File: src/shared/nfc_defs.svh
// Purpose: offsets, field positions, reset values and timing counts of the flash bus controller
// Assumes: 20 MHz system clock, Wishbone byte addresses on aligned 32-bit words
// Notes:   times are in ns, the cycle counts are derived from them
`ifndef NFC_DEFS_SVH
`define NFC_DEFS_SVH

// register byte offsets
`define NFC_REG_CTRL     6'h00
`define NFC_REG_CFG      6'h04
`define NFC_REG_ADDR     6'h08
`define NFC_REG_WDATA    6'h0C
`define NFC_REG_RDATA    6'h10
`define NFC_REG_STATUS   6'h14

// control register: operation code in bits 1:0
`define NFC_OP_NONE      2'h0
`define NFC_OP_READ      2'h1
`define NFC_OP_WRITE     2'h2
`define NFC_OP_RESET     2'h3

// configuration: bit 0 selects word-wide mode
`define NFC_CFG_WORD_BIT 0
`define NFC_CFG_RESET    1'h1

// status register field positions
`define NFC_ST_BUSY      0
`define NFC_ST_READY     1
`define NFC_ST_TOGGLE    2
`define NFC_ST_ALTTOG    3
`define NFC_ST_FAIL      4
`define NFC_ST_ABORT     5
`define NFC_ST_REFUSED   6
`define NFC_ST_DONE      7
`define NFC_ST_OPST_LSB  8
`define NFC_ST_BLK_LSB   16

// device status byte: positions and the mask of defined bits
`define NFC_DQ_TOGGLE    6
`define NFC_DQ_FAIL      5
`define NFC_DQ_ALTTOG    2
`define NFC_DQ_ABORT     1
`define NFC_OPST_MASK    8'hEE

// command byte that returns the device to read mode
`define NFC_CMD_RESET    8'hF0

// geometry: byte address 25 bits, block is 128KB / 64KW
`define NFC_ADDR_W       24
`define NFC_BADDR_W      25
`define NFC_BLK_BYTE_LSB 17
`define NFC_BLK_WORD_LSB 16

// timing (ns) and derived cycle counts, least times rounded up
`define NFC_CLK_NS       50
`define NFC_T_SETUP_NS   50
`define NFC_T_ACC_NS     80
`define NFC_T_WP_NS      50
`define NFC_T_HOLD_NS    50
`define NFC_T_REC_NS     50
`define NFC_T_RSTLOW_NS  10000
`define NFC_T_RHEL_NS    50000
`define NFC_SYNC_CYC     2
`define NFC_CYC(ns)      (((ns) + `NFC_CLK_NS - 1) / `NFC_CLK_NS)

`endif

File: src/design/nfc_fix_note.sv
// Purpose: none
// Assumes: none
// Notes:   intentionally empty
`default_nettype none
`default_nettype wire

File: src/shared/nfc_pkg.sv
// Purpose: types shared by the flash bus controller
// Assumes: constants live in nfc_defs.svh
// Notes:   gray codes along read/write path
`default_nettype none
package nfc_pkg;
  typedef enum logic [2:0] {
    NFC_IDLE    = 3'h0,  // waiting for an order
    NFC_SETUP   = 3'h1,  // address and select settle
    NFC_STROBE  = 3'h3,  // output or write strobe low
    NFC_HOLD    = 3'h2,  // strobe high, data held
    NFC_RECOVER = 3'h6,  // deselected gap
    NFC_RST_LOW = 3'h4,  // reset pin low
    NFC_RST_WT  = 3'h5   // wait after reset release
  } nfc_state_e;
  typedef logic [11:0] nfc_count_t;  // phase counter width
endpackage
`default_nettype wire

File: src/design/nfc_phase_timer.sv
// Purpose: down counter that times one bus phase
// Assumes: load value is at least one cycle
// Notes:   expired is high in the last cycle of a phase and while the timer idles
`default_nettype none
module nfc_phase_timer (
  input  wire logic              clk_sys,
  input  wire logic              rst,
  input  wire logic              clk_en,
  input  wire logic              load,
  input  wire nfc_pkg::nfc_count_t load_val,
  output logic                   expired
);
  nfc_pkg::nfc_count_t cnt_r;    // cycles left in the phase
  nfc_pkg::nfc_count_t cnt_nxt;

  // next count: reload, or count down and stop at zero
  always_comb begin
    cnt_nxt = cnt_r;
    if (load) begin
      cnt_nxt = load_val - 12'h001;
    end else if (cnt_r != 12'h000) begin
      cnt_nxt = cnt_r - 12'h001;
    end
  end

  // register, frozen while the clock enable is low
  always_ff @(posedge clk_sys) begin
    if (rst) begin
      cnt_r <= 12'h000;
    end else if (clk_en) begin
      cnt_r <= cnt_nxt;
    end
  end

  // flop-only source: the engine derives load from expired, so no load term here
  assign expired = (cnt_r == 12'h000);
endmodule
`default_nettype wire

File: src/design/nfc_ctrl.sv
// Purpose: host controller driving a parallel flash's asynchronous bus from Wishbone registers
// Assumes: flash pins are plain input/output/enable signals, pull-up on ready_busy_n outside
// Notes:   every read is a random access; page mode is never used
// Operation
// - read: select and output enable low, write high
// - output enable stays high through writes
// - after failure send reset command first
// - buffer abort needs abort-reset command; here the F0 reset command clears it as well
//
// Implementation choices: the Wishbone interface to the registers and the register offsets.
`default_nettype none
`include "nfc_defs.svh"
module nfc_ctrl (
  input  wire logic        clk_sys,
  input  wire logic        rst,
  input  wire logic        clk_en,
  input  wire logic        wb_cyc,
  input  wire logic        wb_stb,
  input  wire logic        wb_we,
  input  wire logic [5:0]  wb_adr,
  input  wire logic [3:0]  wb_sel,
  input  wire logic [31:0] wb_dat_w,
  output logic      [31:0] wb_dat_r,
  output logic             wb_ack,
  output logic [23:0]      flash_addr,
  output logic [14:0]      flash_dq_out,
  input  wire logic [14:0] flash_dq_in,
  output logic             flash_dq_oe,
  output logic             low_addr_or_d15_out,
  input  wire logic        low_addr_or_d15_in,
  output logic             low_addr_or_d15_oe,
  output logic             chip_select_n,
  output logic             output_enable_n,
  output logic             write_strobe_n,
  output logic             hw_reset_n,
  output logic             width_select_n,
  input  wire logic        ready_busy_n
);
  // block index of an address, byte or word mode
  function automatic logic [7:0] blk_of(input logic [24:0] a, input logic word);
    blk_of = word ? a[`NFC_BLK_WORD_LSB +: 8] : a[`NFC_BLK_BYTE_LSB +: 8];
  endfunction
  // cycle count of a time, cut to counter width
  function automatic nfc_pkg::nfc_count_t cyc(input int ns);
    cyc = nfc_pkg::nfc_count_t'(`NFC_CYC(ns));
  endfunction

  // pin synchronisers: two flops before any logic
  logic [15:0] dq_s1_r;          // first stage, read by second only
  logic [15:0] dq_s2_r;          // data usable by logic
  logic        rb_s1_r;
  logic        rb_s2_r;          // ready busy usable
  always_ff @(posedge clk_sys) begin
    if (rst) begin
      dq_s1_r <= 16'h0000;
      dq_s2_r <= 16'h0000;
      rb_s1_r <= 1'h1;
      rb_s2_r <= 1'h1;
    end else if (clk_en) begin
      dq_s1_r <= {low_addr_or_d15_in, flash_dq_in};
      dq_s2_r <= dq_s1_r;
      rb_s1_r <= ready_busy_n;
      rb_s2_r <= rb_s1_r;
    end
  end

  // bus group: registers software writes
  logic        ack_r, ack_nxt;
  logic [31:0] rd_r, rd_nxt;      // read data word
  logic        word_r, word_nxt;  // word-wide mode
  logic [24:0] addr_r, addr_nxt;  // byte address, or word address
  logic [15:0] wd_r, wd_nxt;      // write data
  logic [1:0]  op_r, op_nxt;      // pending operation
  logic        start_r, start_nxt;  // one-cycle launch
  logic        refused_r, refused_nxt;
  // engine group
  nfc_pkg::nfc_state_e st_r, st_nxt;
  logic        busy_r, busy_nxt;
  logic        done_r, done_nxt;
  logic [15:0] rdata_r, rdata_nxt;
  logic        tog_r, tog_nxt;     // toggle seen on last read
  logic        alt_r, alt_nxt;     // alt toggle seen
  logic        fail_r, fail_nxt;   // failure pending reset
  logic        abort_r, abort_nxt; // buffer abort pending reset
  logic [23:0] pa_r, pa_nxt;
  logic [14:0] pdo_r, pdo_nxt;
  logic        poe_r, poe_nxt;
  logic        d15o_r, d15o_nxt;
  logic        d15oe_r, d15oe_nxt;
  logic        cs_r, cs_nxt, oe_r, oe_nxt, we_r, we_nxt, rn_r, rn_nxt, ws_r, ws_nxt;
  logic        tmr_load;
  nfc_pkg::nfc_count_t tmr_val;
  logic        tmr_exp;
  logic        hit;              // bus request this cycle
  logic        gate_bad;         // write blocked by pending error
  logic [15:0] status_w;

  assign hit = wb_cyc && wb_stb && !ack_r;
  assign gate_bad = (fail_r || abort_r) && (wd_r[7:0] != `NFC_CMD_RESET);

  always_comb begin
    status_w = 16'h0000;
    status_w[`NFC_ST_BUSY]    = busy_r;
    status_w[`NFC_ST_READY]   = rb_s2_r;
    status_w[`NFC_ST_TOGGLE]  = tog_r;
    status_w[`NFC_ST_ALTTOG]  = alt_r;
    status_w[`NFC_ST_FAIL]    = fail_r;
    status_w[`NFC_ST_ABORT]   = abort_r;
    status_w[`NFC_ST_REFUSED] = refused_r;
    status_w[`NFC_ST_DONE]    = done_r;
    // poll, erase timer and other defined bits kept
    // undefined status bits masked out
    status_w[`NFC_ST_OPST_LSB +: 8] = rdata_r[7:0] & `NFC_OPST_MASK;
  end

  // bus slave: single-wait ack, unmapped reads zero
  always_comb begin
    ack_nxt = hit;
    rd_nxt = rd_r;
    word_nxt = word_r;
    addr_nxt = addr_r;
    wd_nxt = wd_r;
    op_nxt = op_r;
    start_nxt = 1'h0;
    refused_nxt = refused_r;
    if (hit && wb_we) begin
      if (wb_adr == `NFC_REG_CTRL && wb_sel[0]) begin
        // orders while busy, or blocked writes, are refused
        if (busy_r || start_r || wb_dat_w[1:0] == `NFC_OP_NONE ||
            (wb_dat_w[1:0] == `NFC_OP_WRITE && gate_bad)) begin
          refused_nxt = 1'h1;
        end else begin
          op_nxt = wb_dat_w[1:0];
          start_nxt = 1'h1;
          refused_nxt = 1'h0;
        end
      end else if (wb_adr == `NFC_REG_CFG && wb_sel[0]) begin
        if (!busy_r) begin
          word_nxt = wb_dat_w[`NFC_CFG_WORD_BIT];
        end
      end else if (wb_adr == `NFC_REG_ADDR) begin
        if (wb_sel[0]) addr_nxt[7:0] = wb_dat_w[7:0];
        if (wb_sel[1]) addr_nxt[15:8] = wb_dat_w[15:8];
        if (wb_sel[2]) addr_nxt[23:16] = wb_dat_w[23:16];
        if (wb_sel[3]) addr_nxt[24] = wb_dat_w[24];
      end else if (wb_adr == `NFC_REG_WDATA) begin
        if (wb_sel[0]) wd_nxt[7:0] = wb_dat_w[7:0];
        if (wb_sel[1]) wd_nxt[15:8] = wb_dat_w[15:8];
      end
    end
    if (hit && !wb_we) begin
      if (wb_adr == `NFC_REG_CTRL) begin
        rd_nxt = {30'h0, op_r};
      end else if (wb_adr == `NFC_REG_CFG) begin
        rd_nxt = {31'h0, word_r};
      end else if (wb_adr == `NFC_REG_ADDR) begin
        rd_nxt = {7'h0, addr_r};
      end else if (wb_adr == `NFC_REG_WDATA) begin
        rd_nxt = {16'h0, wd_r};
      end else if (wb_adr == `NFC_REG_RDATA) begin
        rd_nxt = {16'h0, rdata_r};
      end else if (wb_adr == `NFC_REG_STATUS) begin
        rd_nxt = {8'h0, blk_of(addr_r, word_r), status_w};
      end else begin
        rd_nxt = 32'h0000_0000;
      end
    end
  end

  always_ff @(posedge clk_sys) begin
    if (rst) begin
      ack_r <= 1'h0;
      rd_r <= 32'h0000_0000;
      word_r <= `NFC_CFG_RESET;
      addr_r <= 25'h000_0000;
      wd_r <= 16'h0000;
      op_r <= `NFC_OP_NONE;
      start_r <= 1'h0;
      refused_r <= 1'h0;
    end else if (clk_en) begin
      ack_r <= ack_nxt;
      rd_r <= rd_nxt;
      word_r <= word_nxt;
      addr_r <= addr_nxt;
      wd_r <= wd_nxt;
      op_r <= op_nxt;
      start_r <= start_nxt;
      refused_r <= refused_nxt;
    end
  end

  // engine: one bus cycle per read or write order, reset order pulses the pin; phases of whole 50ns cycles
  always_comb begin
    st_nxt = st_r;
    busy_nxt = busy_r;
    done_nxt = done_r;
    rdata_nxt = rdata_r;
    tog_nxt = tog_r;
    alt_nxt = alt_r;
    fail_nxt = fail_r;
    abort_nxt = abort_r;
    pa_nxt = pa_r;
    pdo_nxt = pdo_r;
    poe_nxt = poe_r;
    d15o_nxt = d15o_r;
    d15oe_nxt = d15oe_r;
    cs_nxt = cs_r;
    oe_nxt = oe_r;
    we_nxt = we_r;
    rn_nxt = rn_r;
    ws_nxt = word_r;                   // high pin selects word mode
    tmr_load = 1'h0;
    tmr_val = 12'h001;
    case (st_r)
      nfc_pkg::NFC_IDLE: begin
        if (start_r && op_r == `NFC_OP_RESET) begin
          busy_nxt = 1'h1;
          done_nxt = 1'h0;
          rn_nxt = 1'h0;               // strobes stay high
          st_nxt = nfc_pkg::NFC_RST_LOW;
          tmr_load = 1'h1;
          tmr_val = cyc(`NFC_T_RSTLOW_NS);
        end else if (start_r) begin
          busy_nxt = 1'h1;
          done_nxt = 1'h0;
          // byte mode: pin carries the lowest address bit
          pa_nxt = word_r ? addr_r[23:0] : addr_r[24:1];
          d15o_nxt = word_r ? wd_r[15] : addr_r[0];
          d15oe_nxt = !word_r || (op_r == `NFC_OP_WRITE);
          pdo_nxt = wd_r[14:0];
          poe_nxt = (op_r == `NFC_OP_WRITE);  // drive only with output enable high
          cs_nxt = 1'h0;               // address settles before any strobe
          oe_nxt = 1'h1;
          we_nxt = 1'h1;
          st_nxt = nfc_pkg::NFC_SETUP;
          tmr_load = 1'h1;
          tmr_val = cyc(`NFC_T_SETUP_NS);
        end
      end
      nfc_pkg::NFC_SETUP: begin
        if (tmr_exp) begin
          tmr_load = 1'h1;
          st_nxt = nfc_pkg::NFC_STROBE;
          if (op_r == `NFC_OP_READ) begin
            oe_nxt = 1'h0;             // read strobe
            // random access time always
            tmr_val = cyc(`NFC_T_ACC_NS) + 12'(`NFC_SYNC_CYC);
          end else begin
            we_nxt = 1'h0;             // output enable kept high
            tmr_val = cyc(`NFC_T_WP_NS);
          end
        end
      end
      nfc_pkg::NFC_STROBE: begin
        if (tmr_exp) begin
          tmr_load = 1'h1;
          tmr_val = cyc(`NFC_T_HOLD_NS);
          st_nxt = nfc_pkg::NFC_HOLD;
          if (op_r == `NFC_OP_READ) begin
            rdata_nxt = word_r ? dq_s2_r : {8'h00, dq_s2_r[7:0]};
            // busy device answers status on the low byte
            tog_nxt = dq_s2_r[`NFC_DQ_TOGGLE] != rdata_r[`NFC_DQ_TOGGLE];
            alt_nxt = dq_s2_r[`NFC_DQ_ALTTOG] != rdata_r[`NFC_DQ_ALTTOG];
            if (tog_nxt && dq_s2_r[`NFC_DQ_FAIL]) begin
              fail_nxt = 1'h1;
            end
            if (tog_nxt && dq_s2_r[`NFC_DQ_ABORT]) begin
              abort_nxt = 1'h1;
            end
            oe_nxt = 1'h1;
            cs_nxt = 1'h1;             // deselect, device floats
          end else begin
            we_nxt = 1'h1;             // data held past rising strobe
          end
        end
      end
      nfc_pkg::NFC_HOLD: begin
        if (tmr_exp) begin
          cs_nxt = 1'h1;
          poe_nxt = 1'h0;
          d15oe_nxt = !word_r;
          if (op_r == `NFC_OP_WRITE && wd_r[7:0] == `NFC_CMD_RESET) begin
            fail_nxt = 1'h0;           // reset command sent
            abort_nxt = 1'h0;
          end
          st_nxt = nfc_pkg::NFC_RECOVER;
          tmr_load = 1'h1;
          tmr_val = cyc(`NFC_T_REC_NS);
        end
      end
      nfc_pkg::NFC_RECOVER: begin
        if (tmr_exp) begin
          busy_nxt = 1'h0;
          done_nxt = 1'h1;
          st_nxt = nfc_pkg::NFC_IDLE;
        end
      end
      nfc_pkg::NFC_RST_LOW: begin
        if (tmr_exp) begin
          rn_nxt = 1'h1;
          st_nxt = nfc_pkg::NFC_RST_WT;
          tmr_load = 1'h1;
          tmr_val = cyc(`NFC_T_RHEL_NS);
        end
      end
      nfc_pkg::NFC_RST_WT: begin
        // no access until ready busy released
        if (tmr_exp && rb_s2_r) begin
          busy_nxt = 1'h0;
          done_nxt = 1'h1;
          fail_nxt = 1'h0;
          abort_nxt = 1'h0;
          st_nxt = nfc_pkg::NFC_IDLE;
        end
      end
      default: begin
        st_nxt = nfc_pkg::NFC_IDLE;
      end
    endcase
  end

  always_ff @(posedge clk_sys) begin
    if (rst) begin
      st_r <= nfc_pkg::NFC_IDLE;
      busy_r <= 1'h0;
      done_r <= 1'h0;
      rdata_r <= 16'h0000;
      tog_r <= 1'h0;
      alt_r <= 1'h0;
      fail_r <= 1'h0;
      abort_r <= 1'h0;
      pa_r <= 24'h00_0000;
      pdo_r <= 15'h0000;
      poe_r <= 1'h0;
      d15o_r <= 1'h0;
      d15oe_r <= 1'h0;
      cs_r <= 1'h1;
      oe_r <= 1'h1;
      we_r <= 1'h1;
      rn_r <= 1'h1;
      ws_r <= `NFC_CFG_RESET;
    end else if (clk_en) begin
      st_r <= st_nxt;
      busy_r <= busy_nxt;
      done_r <= done_nxt;
      rdata_r <= rdata_nxt;
      tog_r <= tog_nxt;
      alt_r <= alt_nxt;
      fail_r <= fail_nxt;
      abort_r <= abort_nxt;
      pa_r <= pa_nxt;
      pdo_r <= pdo_nxt;
      poe_r <= poe_nxt;
      d15o_r <= d15o_nxt;
      d15oe_r <= d15oe_nxt;
      cs_r <= cs_nxt;
      oe_r <= oe_nxt;
      we_r <= we_nxt;
      rn_r <= rn_nxt;
      ws_r <= ws_nxt;
    end
  end

  nfc_phase_timer u_timer (
    .clk_sys  (clk_sys),
    .rst      (rst),
    .clk_en   (clk_en),
    .load     (tmr_load && clk_en),
    .load_val (tmr_val),
    .expired  (tmr_exp)
  );

  assign wb_dat_r = rd_r;
  assign wb_ack = ack_r;
  assign flash_addr = pa_r;
  assign flash_dq_out = pdo_r;
  assign flash_dq_oe = poe_r;
  assign low_addr_or_d15_out = d15o_r;
  assign low_addr_or_d15_oe = d15oe_r;
  assign chip_select_n = cs_r;
  assign output_enable_n = oe_r;
  assign write_strobe_n = we_r;
  assign hw_reset_n = rn_r;
  assign width_select_n = ws_r;

  a_read_strobe_sel: assert property (@(posedge clk_sys) disable iff (rst)
    !output_enable_n |-> !chip_select_n && write_strobe_n && !flash_dq_oe)
    else $error("read strobe without select or with write");
  a_write_oe_high: assert property (@(posedge clk_sys) disable iff (rst)
    (!write_strobe_n || flash_dq_oe) |-> output_enable_n)
    else $error("output enable low during write");
  a_write_addr_hold: assert property (@(posedge clk_sys) disable iff (rst)
    $fell(write_strobe_n) |-> $stable(flash_addr) && $past(!chip_select_n))
    else $error("address not settled before write strobe");
  a_write_data_hold: assert property (@(posedge clk_sys) disable iff (rst)
    $rose(write_strobe_n) |-> flash_dq_oe && !chip_select_n && $stable(flash_dq_out))
    else $error("write data released at strobe rise");
  a_error_cmd_gate: assert property (@(posedge clk_sys) disable iff (rst)
    $fell(write_strobe_n) && (fail_r || abort_r) |-> flash_dq_out[7:0] == `NFC_CMD_RESET)
    else $error("command sent while error pending");
  a_reset_quiet_bus: assert property (@(posedge clk_sys) disable iff (rst)
    !hw_reset_n |-> chip_select_n && output_enable_n && write_strobe_n)
    else $error("strobes active during reset");
endmodule
`default_nettype wire

File: config.mk
export PLATFORM = sky130hd
export DESIGN_NAME = nfc_ctrl
export DESIGN_NICKNAME = d
export VERILOG_FILES = /design/src/design/nfc_fix_note.sv /design/src/shared/nfc_pkg.sv /design/src/design/nfc_phase_timer.sv /design/src/design/nfc_ctrl.sv
export VERILOG_INCLUDE_DIRS = /design/src /design/src/shared
export SDC_FILE = /design/constraint.sdc
export NUM_CORES = 1
export LEC_CHECK = 0
export BUFFER_PORTS_ARGS = -buffer_cell sky130_fd_sc_hd__buf_2
export CAP_MARGIN = 15
export CORE_AREA = 2 2 127 129
export DETAILED_ROUTE_END_ITERATION = 8
export DIE_AREA = 0 0 129 131
export HOLD_SLACK_MARGIN = 0.06
export PLACE_DENSITY_LB_ADDON = 0.3
export RECOVER_POWER = 100
export REMOVE_ABC_BUFFERS = 1
export SLEW_MARGIN = 10
export SYNTH_ARGS = -nofsm -noshare
export SYNTH_HDL_FRONTEND = slang
export SYNTH_SLANG_ARGS = --single-unit
File: constraint.sdc
create_clock -name clk_sys -period 5.6 [get_ports clk_sys]
set_input_delay 0.84 -clock clk_sys [delete_from_list [all_inputs] [get_ports clk_sys]]
set_output_delay 0.84 -clock clk_sys [all_outputs]
set_load 0.02 [all_outputs]
==> results.ini, run 1 <==
[yosys]
count_leader_synth=dfxtp_1
synth.cells.most_frequent=dfxtp_1, nand2_1, nor2_1
yosysUniqueCellTypes=69
ys_seq_elements=190
synth_edf_count=0
synthesis.instances=962
netlist_top_cells_area=dfxtp_1, mux2i_1, nand2_1
synthesis.area_um2=8350
synth_top_area_share_pct=45.5
sequential_share_of_the_synthesized_area_pct=45.5
synth_top_area_cell=dfxtp_1
synth-async-reset-ratio_pct=0
yosys_warnings=0
syn_avg_cell_area_um2=8.68
ys_dominant_reg_cell=dfxtp_1

[critical_path]
critical_path.reg2reg.startpoint=u_timer.cnt_r[4]$_SDFFE_PP0P_
crit_required_ps=5780
peak_per_stage_delay_on_the_critical_path_ps=890
critical_path_peak_fanout=23
worstSetupEndpointType=register
setup.worst_path.class=in -> reg
critical-path-top-delay-family=simple AND/OR/NAND/NOR gates
critPathSlowestCell=and3_1
arrival_ps=4030
crit_path_start=wb_adr[4]
rr_endpoint=u_timer.cnt_r[10]$_SDFFE_PP0P_
cp.buffers_inverters=2
reg2reg_slack_ps=1970
startpoint_type=input port
series_of_cell_instances_along_the_critical_path=clkbuf_1 -> nor4_1 -> nor3b_1 -> clkbuf_1 -> and3_1 -> nand2_1 -> nand2_1 -> a21oi_1
count_of_cells_along_the_worst_register_to_register_path=6

[clock_tree]
clock_insertion_delay_worst_skew_ps=430
cts.clk_slew.worst_paths_ps=70
cts.hold.buffers_added=0
post_cts_setup_buffer_count=0
clock_sinks=190
tritoncts=built
cts_buffers=17
cts-root-to-sink-buffers=2
post_cts.resized_instances=0
clock_tree.root_cell=clkbuf_16
cts.htree.levels=4

[routing]
drt.antenna.violating_nets=0
routedLengthMet1_mm=9.81
dr.first_iter.drc_count=620
wl_per_cell_um=16.4
met2WireLength_mm=9.60
met3_length_mm=1.17
totalWireLength_mm=21.0
routed_via_density=5.68
topRoutingLayerUsed=met5
post-route-drc-count=0
firstDrtPassIters=4
via_count=7257

[worst_hold_path]
worstHoldEndpoint=rdata_r[10]$_SDFFE_PP0P_
timing.hold.worst.start=rdata_r[10]$_SDFFE_PP0P_
hold_path.class=reg -> reg
worst_hold_path_cells=2

[die]
core_area_um2=15600
std_cell_rows=46
die_area_um2=16900
die_y_um=131
floorplan.die.width_um=129
floorplan.initialDensity_pct=53.5
ios=145

[power]
power.leakage_uw=0.00351
vdd.ir_drop.worst_v=0.000254
power_per_cell_area_nw_per_um2=332

[timing]
max_transition_margin_pct=-114
setup_total_negative_slack_ps=0
timing.final.max_slew_violations=122
setup_viol=0
fin_worst_hold_slack_ps=450
skew_ps=6.16
rsz0062_at_grt=false
fmax_ghz=0.259
clock_period_minus_final_worst_setup_slack_ps=3860
timing.final.hold_violations=0
slew_at_the_pin_closest_to_its_max_slew_limit_ps=3210
timing.final.crit_share_pct=68.9

[status]
outcome=finished, violations left
failed_checks=max-capacitance violations, max-slew violations

[placed_design]
routabilityCongestion=0.866
cell_count_post_placement=1246
portBuffers=130
dp.final_hpwl_mm=14.0
placed_cell_area_um2=8990

[layout]
finalInstanceArea_um2=9380
drive_above_1_share_pct=9.33
non_filler_cells_final=1278
share_of_the_core_filled_with_cells_in_the_final_layout_pct=60.2
final_nets=1118
syn_to_final_growth_pct=12.3

[grt]
grt_first_pass_wirelength_mm=33.2
gr-total-overflow=0
grt_use_total_pct=24.8
grt_max_degree=75
antenna_found_initial=1
first_global_vias=6560

[run]
cap_viol_max_count=3

==> state kept, by name (all words and copies together), names as in the netlist, 2 cells and up <==
name / flops
flash_dq_out: 15
dq_s1_r: 16
wd_r: 16
op_r: 2
u_timer.cnt_r: 12
st_r: 3
dq_s2_r: 16
addr_r: 25
wb_dat_r: 25
rdata_r: 16
flash_addr: 24
==> where the power goes <==
group	total, uW	switching (uW)	internal, uW	leakage [uW]
sequential	1450	48.4	1400	0.00154
clock	1180	516	664	0.000268
combinational	488	302	185	0.00171
total	3120	867	2250	0.00351
==> worst max-delay path by stage <==
stage | slack [ps] | depth (start not counted) | endpoint
floorplan | 2470 | 6 | addr_r[0]$_SDFFE_PP0P_
global placement | 2100 | 8 | addr_r[17]$_SDFFE_PP0P_
detailed placement | 2020 | 8 | addr_r[18]$_SDFFE_PP0P_
CTS | 2440 | 6 | u_timer.cnt_r[2]$_SDFFE_PP0P_
global route | 1530 | 8 | addr_r[19]$_SDFFE_PP0P_
finish | 1740 | 8 | addr_r[19]$_SDFFE_PP0P_
==> stage by stage <==
step,setup WS [ps],total power (uW)
6_report,1740,3120
5_1_grt,1530,3250
4_1_cts,2440,3130
3_5_place_dp,2020,1970
3_3_place_gp,2100,1950
2_1_floorplan,2470,1810
==> kinds of logic after synthesis <==
family / synth area share, %
and+or+nand+nor: 19.9
AOI/OAI and AO/OA: 17.3
xor gates and xnor gates: 0.524
muxes: 11.3
adders and majority gates: 0.449
other: 0.0449
DFF: 45.5
buffers and inverters: 4.87
==> layer usage <==
metal  vias to the layer above  track usage, %
met5                         -               0
met2                       237            39.5
met1                      3398            34.3
met4                         2            8.12
met3                        38            4.32
li1                       3582               -
==> cells in the final DEF (no fill, tap or decap), types with 12 or more instances in the layout <==
| cell | n |
|---|---|
| mux2i_1 | 92 |
| a221oi_1 | 12 |
| inv_1 | 13 |
| buf_2 | 54 |
| nand3_1 | 46 |
| nor2_1 | 120 |
| a211oi_1 | 32 |
| nor3_1 | 16 |
| a21oi_1 | 82 |
| dfxtp_1 | 189 |
| clkbuf_16 | 17 |
| nand2_1 | 126 |
| o21ai_0 | 37 |
| clkbuf_1 | 82 |
==> final cells by class <==
cell class | instances | area [um^2]
flip-flops and latches | 190 | 3800
diodes | 1 | 2.50
repair buffers | 138 | 601
well taps | 216 | 270
inverters | 13 | 48.8
multi-input cells | 690 | 4090
fillers | 1490 | 6210
clock inverters | 10 | 115
clock buffers | 20 | 447
==> tightest hold or removal path, delay by kind of cell, from the launching register on <==
family / cells / cell delay [ps]
flops: 1 / 310
compound gates: 1 / 50
simple gates: 1 / 50
Power figures use the tool's default switching activity.
==> run 2, diff against run 1 <==
--- a/config.mk
+++ b/config.mk
@@ -8,9 +8,9 @@
 export LEC_CHECK = 0
 export BUFFER_PORTS_ARGS = -buffer_cell sky130_fd_sc_hd__buf_2
 export CAP_MARGIN = 15
-export CORE_AREA = 2 2 127 129
+export CORE_AREA = 2 2 131 133
 export DETAILED_ROUTE_END_ITERATION = 8
-export DIE_AREA = 0 0 129 131
+export DIE_AREA = 0 0 133 135
 export HOLD_SLACK_MARGIN = 0.06
 export PLACE_DENSITY_LB_ADDON = 0.3
 export RECOVER_POWER = 100
==> constraint.sdc (replaced) <==
create_clock -name clk_sys -period 3.3 [get_ports clk_sys]
set_input_delay 0.495 -clock clk_sys [delete_from_list [all_inputs] [get_ports clk_sys]]
set_output_delay 0.495 -clock clk_sys [all_outputs]
set_load 0.02 [all_outputs]
==> results.ini, run 2 (same netlist as run 1, synthesis figures left out) <==
[status]
outcome=completed

[clock_tree]
post_cts_setup_buffer_count=0
cts.clk_slew.worst_paths_ps=70
clock_tree.root_cell=clkbuf_16
cts_buffers=17
clock_insertion_delay_worst_skew_ps=440
cts.htree.levels=4
cts-root-to-sink-buffers=2
clock_sinks=190
post_cts.resized_instances=0
cts.hold.buffers_added=0
tritoncts=built

[critical_path]
critical_path_peak_fanout=23
rr_endpoint=flash_addr[4]$_SDFFE_PP0P_
critical_path.reg2reg.startpoint=u_timer.cnt_r[0]$_SDFFE_PP0P_
critical-path-top-delay-family=simple AND/OR/NAND/NOR gates
crit_required_ps=3630
worstSetupEndpointType=register
series_of_cell_instances_along_the_critical_path=inv_1 -> ha_1 -> or4b_1 -> nor4_1 -> a2bb2oi_2 -> and3_4 -> buf_4 -> nor2_1 -> a211oi_1
reg2reg_slack_ps=330
count_of_cells_along_the_worst_register_to_register_path=9
startpoint_type=register
peak_per_stage_delay_on_the_critical_path_ps=480
arrival_ps=3300
critPathSlowestCell=or4b_1
setup.worst_path.class=reg -> reg
cp.buffers_inverters=2

[timing]
setup_viol=0
clock_period_minus_final_worst_setup_slack_ps=2970
skew_ps=12.0
setup_total_negative_slack_ps=0
timing.final.hold_violations=0
rsz0062_at_grt=false
slew_at_the_pin_closest_to_its_max_slew_limit_ps=1270
fmax_ghz=0.337
setup_ws_ps=332
timing.final.crit_share_pct=89.9
timing.final.max_slew_violations=0
max_transition_margin_pct=15.4

[routing]
routed_via_density=5.63
firstDrtPassIters=5
via_count=7339
wl_per_cell_um=16.1
dr.first_iter.drc_count=560
drt.antenna.violating_nets=0
totalWireLength_mm=20.9
post-route-drc-count=0

[power]
vdd.ir_drop.worst_v=0.000380
power_per_cell_area_nw_per_um2=554
power.leakage_uw=0.00364

[grt]
gr-total-overflow=0
first_global_vias=6574
antenna_found_initial=0
grt_first_pass_wirelength_mm=33.4
grt_use_total_pct=23.2
grt_max_degree=61

[layout]
mostFrequentLayoutCells=dfxtp_1, nand2_1, nor2_1
layout.cells.most_common=dfxtp_1
insertedDiodeCount=0
drive_above_1_share_pct=12.2
syn_to_final_growth_pct=15.0
num-fill-cells=1557
final_nets=1138

[worst_hold_path]
worstHoldEndpoint=rb_s1_r$_SDFFE_PP1P_
worst_hold_path_cells=2
hold_path.class=in -> reg
timing.hold.worst.start=ready_busy_n

[placed_design]
dp.final_hpwl_mm=14.6
portBuffers=130
routabilityCongestion=0.859
detailedPlace.worstSlack_ps=512

[die]
ios=145
die_area_um2=18000
std_cell_rows=47
core_area_um2=16400
floorplan.die.width_um=133
floorplan.initialDensity_pct=50.9
die_y_um=135

[run]
cap_viol_max_count=0

[run 2: cell types whose count changed in the layout (fill, tap and decap cells not counted), sizes merged]
cell      delta
buf         +19
bufinv       -1
clkbuf       -2
clkinv       +2
clkinvlp     -1
diode        -1
inv          +5
[run 2: area by class of cell]
type / count / area [um^2] / area share [%]
clock buffers: 17 / 425 / 4.43
repair buffers: 158 / 761 / 7.92
multi-input cells: 690 / 4140 / 43.1
inverters: 13 / 48.8 / 0.508
well taps: 220 / 275 / 2.87
flip-flops and latches: 190 / 3800 / 39.6
clock inverters: 15 / 155 / 1.62
[run 2: worst reg2reg max path, stage by stage (launching register included)]
cell       delay (ps)
dfxtp_1           330
inv_1             100
ha_1              170
or4b_1            480
nor4_1            450
a2bb2oi_2         300
and3_4            440
buf_4             310
nor2_1             60
a211oi_1          210
[run 2: per-stage QoR]
stage | cells | hold slack [ps] | power (uW) | util [%] | area (um^2)
after floorplan | 893 | 425 | 3060 | - | 8020
after global placement | 1271 | 437 | 3370 | 56.0 | 9180
after detailed placement | 1271 | 442 | 3380 | 56.0 | 9180
after CTS | 1303 | 265 | 5380 | 59.5 | 9760
after global routing | 1303 | 274 | 5570 | 58.6 | 9610
final | 1303 | 272 | 5320 | 58.6 | 9610
[run 2: how the worst max path moves through the flow]
| stage | start | endpoint | slack (ps) | depth (start not counted) |
|---|---|---|---|---|
| after floorplan | wb_adr[4] | addr_r[0]$_SDFFE_PP0P_ | 510 | 6 |
| after global placement | u_timer.cnt_r[0]$_SDFFE_PP0P_ | flash_addr[3]$_SDFFE_PP0P_ | 590 | 9 |
| after detailed placement | u_timer.cnt_r[0]$_SDFFE_PP0P_ | flash_addr[3]$_SDFFE_PP0P_ | 510 | 9 |
| after CTS | u_timer.cnt_r[0]$_SDFFE_PP0P_ | flash_addr[3]$_SDFFE_PP0P_ | 480 | 9 |
| after global routing | u_timer.cnt_r[0]$_SDFFE_PP0P_ | flash_addr[3]$_SDFFE_PP0P_ | 190 | 9 |
| final | u_timer.cnt_r[0]$_SDFFE_PP0P_ | flash_addr[4]$_SDFFE_PP0P_ | 330 | 9 |
[run 2: per-layer routing]
layer	track usage, %	up-vias	part of all wire [%]
met5	0	-	0
met4	9.44	0	2.4
met3	4.20	39	5.9
met2	38.8	217	48
met1	29.8	3457	44
li1	-	3626	-
[run 2: power by group]
| part | internal [uW] | total (uW) | switching, uW |
|---|---|---|---|
| clock | 1070 | 2010 | 948 |
| combinational | 359 | 852 | 493 |
| sequential | 2380 | 2460 | 83.3 |
| total | 3800 | 5320 | 1520 |
==> run 3, diff against run 2 <==
--- a/config.mk
+++ b/config.mk
@@ -6,11 +6,12 @@
 export SDC_FILE = /design/constraint.sdc
 export NUM_CORES = 1
 export LEC_CHECK = 0
+export ABC_AREA = 1
 export BUFFER_PORTS_ARGS = -buffer_cell sky130_fd_sc_hd__buf_2
 export CAP_MARGIN = 15
-export CORE_AREA = 2 2 131 133
+export CORE_AREA = 2 2 132 134
 export DETAILED_ROUTE_END_ITERATION = 8
-export DIE_AREA = 0 0 133 135
+export DIE_AREA = 0 0 134 136
 export HOLD_SLACK_MARGIN = 0.06
 export PLACE_DENSITY_LB_ADDON = 0.3
 export RECOVER_POWER = 100
==> results.ini, run 3 <==
[status]
outcome=finished, violations left
failed_checks=max-capacitance violations, max-slew violations

[critical_path]
cp.buffers_inverters=4
peak_per_stage_delay_on_the_critical_path_ps=440
crit_required_ps=3640
startpoint_type=register
worstSetupEndpointType=register
setup.worst_path.class=reg -> reg
critical_path_peak_fanout=13
arrival_ps=2960
critPathSlowestCell=clkbuf_1
critical-path-top-delay-family=buffers and inverters
series_of_cell_instances_along_the_critical_path=inv_1 -> ha_1 -> nand2_1 -> nor2_1 -> nand2_1 -> o21ai_0 -> clkbuf_1 -> inv_1 -> nor2_1 -> nor2_1 -> nand2_1 -> inv_1

[clock_tree]
cts_buffers=17
cts-root-to-sink-buffers=2
clock_insertion_delay_worst_skew_ps=440
cts.htree.levels=4
cts.clk_slew.worst_paths_ps=70
post_cts.resized_instances=0
clock_tree.root_cell=clkbuf_16
tritoncts=built
post_cts_setup_buffer_count=0
cts.hold.buffers_added=0
clock_sinks=190

[grt]
grt_max_degree=72
grt_use_total_pct=25.6
grt_first_pass_wirelength_mm=37.3
antenna_found_initial=0
gr-total-overflow=0
first_global_vias=7701

[yosys]
synthesis.area_um2=8470
synth_edf_count=0
synth-async-reset-ratio_pct=0
sequential_share_of_the_synthesized_area_pct=44.9
synth_top_area_cell=dfxtp_1
netlist_top_cells_area=dfxtp_1, o21ai_0, nand2_1
yosys_warnings=0
synth_top_area_share_pct=44.9
ys_dominant_reg_cell=dfxtp_1
count_leader_synth=nand2_1
synth.cells.most_frequent=nand2_1, dfxtp_1, nor2_1
yosysUniqueCellTypes=36
synthesis.instances=1204
ys_seq_elements=190
syn_avg_cell_area_um2=7.04

[routing]
routed_via_density=5.26
dr.first_iter.drc_count=527
totalWireLength_mm=22.9
via_count=8121
firstDrtPassIters=5
wl_per_cell_um=14.9
post-route-drc-count=0
drt.antenna.violating_nets=0

[timing]
timing.final.crit_share_pct=79.2
timing.final.hold_violations=0
fmax_ghz=0.382
max_transition_margin_pct=-11.3
timing.final.max_slew_violations=72
slew_at_the_pin_closest_to_its_max_slew_limit_ps=1670
clock_period_minus_final_worst_setup_slack_ps=2610
skew_ps=6.91
setup_viol=0
rsz0062_at_grt=false

[layout]
sequential_cell_area_um2=3800
final_nets=1373
syn_to_final_growth_pct=14.7
layout.cells.most_common=nand2_1
num-fill-cells=1683
share_of_the_core_filled_with_cells_in_the_final_layout_pct=57.6
mostFrequentLayoutCells=nand2_1, dfxtp_1, o21ai_0
multi_input_comb_area_um2=3840
drive_above_1_share_pct=8.73
finalInstanceArea_um2=9720
insertedDiodeCount=0

[placed_design]
routabilityCongestion=0.885
placed_cell_area_um2=9260
portBuffers=130
dp.final_hpwl_mm=16.2

[worst_hold_path]
hold_path.class=in -> reg

[die]
die_y_um=136
die_area_um2=18200
ios=145
floorplan.die.width_um=134
floorplan.initialDensity_pct=50.2
core_area_um2=16900
std_cell_rows=48

[power]
power_per_cell_area_nw_per_um2=564
vdd.ir_drop.worst_v=0.000435
clock_power_share_pct=39.5
fraction_of_power_consumed_by_sequential_logic_pct=44.8
intPower_uw=3900
switching_power_share_of_the_total_pct=28.7
power.leakage_uw=0.00388
pwr-share-comb_pct=15.7
p_switching_uw=1570

[run]
cap_viol_max_count=1

-- run 3: cell count changes after synthesis, sizes merged, moves of 11 or more --
| cell | change |
|---|---|
| a211oi | -17 |
| a21oi | +35 |
| a221oi | -12 |
| a22oi | -11 |
| a31oi | +15 |
| inv | +113 |
| mux2i | -92 |
| nand2 | +85 |
| nor2 | +59 |
| nor3 | -12 |
| o21ai | +143 |
| o22ai | +11 |
-- run 3: worst paths after layout --
check,slack [ps],endpoint,depth (start not counted),from
min,280,rb_s1_r$_SDFFE_PP1P_,3,ready_busy_n
min reg2reg,460,alt_r$_SDFFE_PP0P_,2,alt_r$_SDFFE_PP0P_
max,690,u_timer.cnt_r[2]$_SDFFE_PP0P_,12,u_timer.cnt_r[0]$_SDFFE_PP0P_
max reg2reg,690,u_timer.cnt_r[2]$_SDFFE_PP0P_,12,u_timer.cnt_r[0]$_SDFFE_PP0P_
-- run 3: tightest hold or removal path: cells and delay by family --
family        cells  cell delay [ps]
buf+inv           1               80
simple gates      2              100
-- run 3: per-stage QoR --
step / setup TNS, ps / hold slack (ps) / worst slack [ps] / power [uW] / std cells
finish: 0 / 277 / 685 / 5480 / 1543
global route: 0 / 276 / 446 / 5740 / 1543
CTS: 0 / 268 / 1070 / 5530 / 1543
detailed placement: 0 / 447 / 755 / 3390 / 1511
global placement: 0 / 441 / 828 / 3380 / 1511
floorplan: -456 / 427 / -104 / 3140 / 1139
-- run 3: final cells by class --
| class | count | area share, % |
|---|---|---|
| sequential | 190 | 39.1 |
| multi-input combinational | 821 | 39.5 |
| timing repair buffer | 147 | 7.15 |
| clock inverter | 13 | 1.80 |
| inverter | 128 | 4.94 |
| clock buffer | 19 | 4.56 |
| tap | 225 | 2.90 |
-- run 3: cells by family after synthesis --
group	Yosys count	synth area share (%)
other	1	0.0443
and+or+nand+nor	448	21.9
AOI/OAI and AO/OA	354	22.2
DFF	190	44.9
xor gates and xnor gates	9	0.931
buffers and inverters	199	9.48
adders and majority gates	3	0.443
-- run 3: power by group through the flow --
stage | sequential [uW] | clock, uW | combinational, uW
after CTS | 2450 | 2180 | 890
after detailed placement | 2510 | 0 | 886
final | 2450 | 2160 | 861
after global placement | 2510 | 0 | 876
after global routing | 2470 | 2280 | 995
after floorplan | 2510 | 0 | 627
-- run 3: routing by layer --
metal | wire, um | track usage (%)
met5 | 0 | 0
met4 | 469 | 9.04
met3 | 1290 | 3.77
met2 | 10900 | 44.0
met1 | 10300 | 32.9
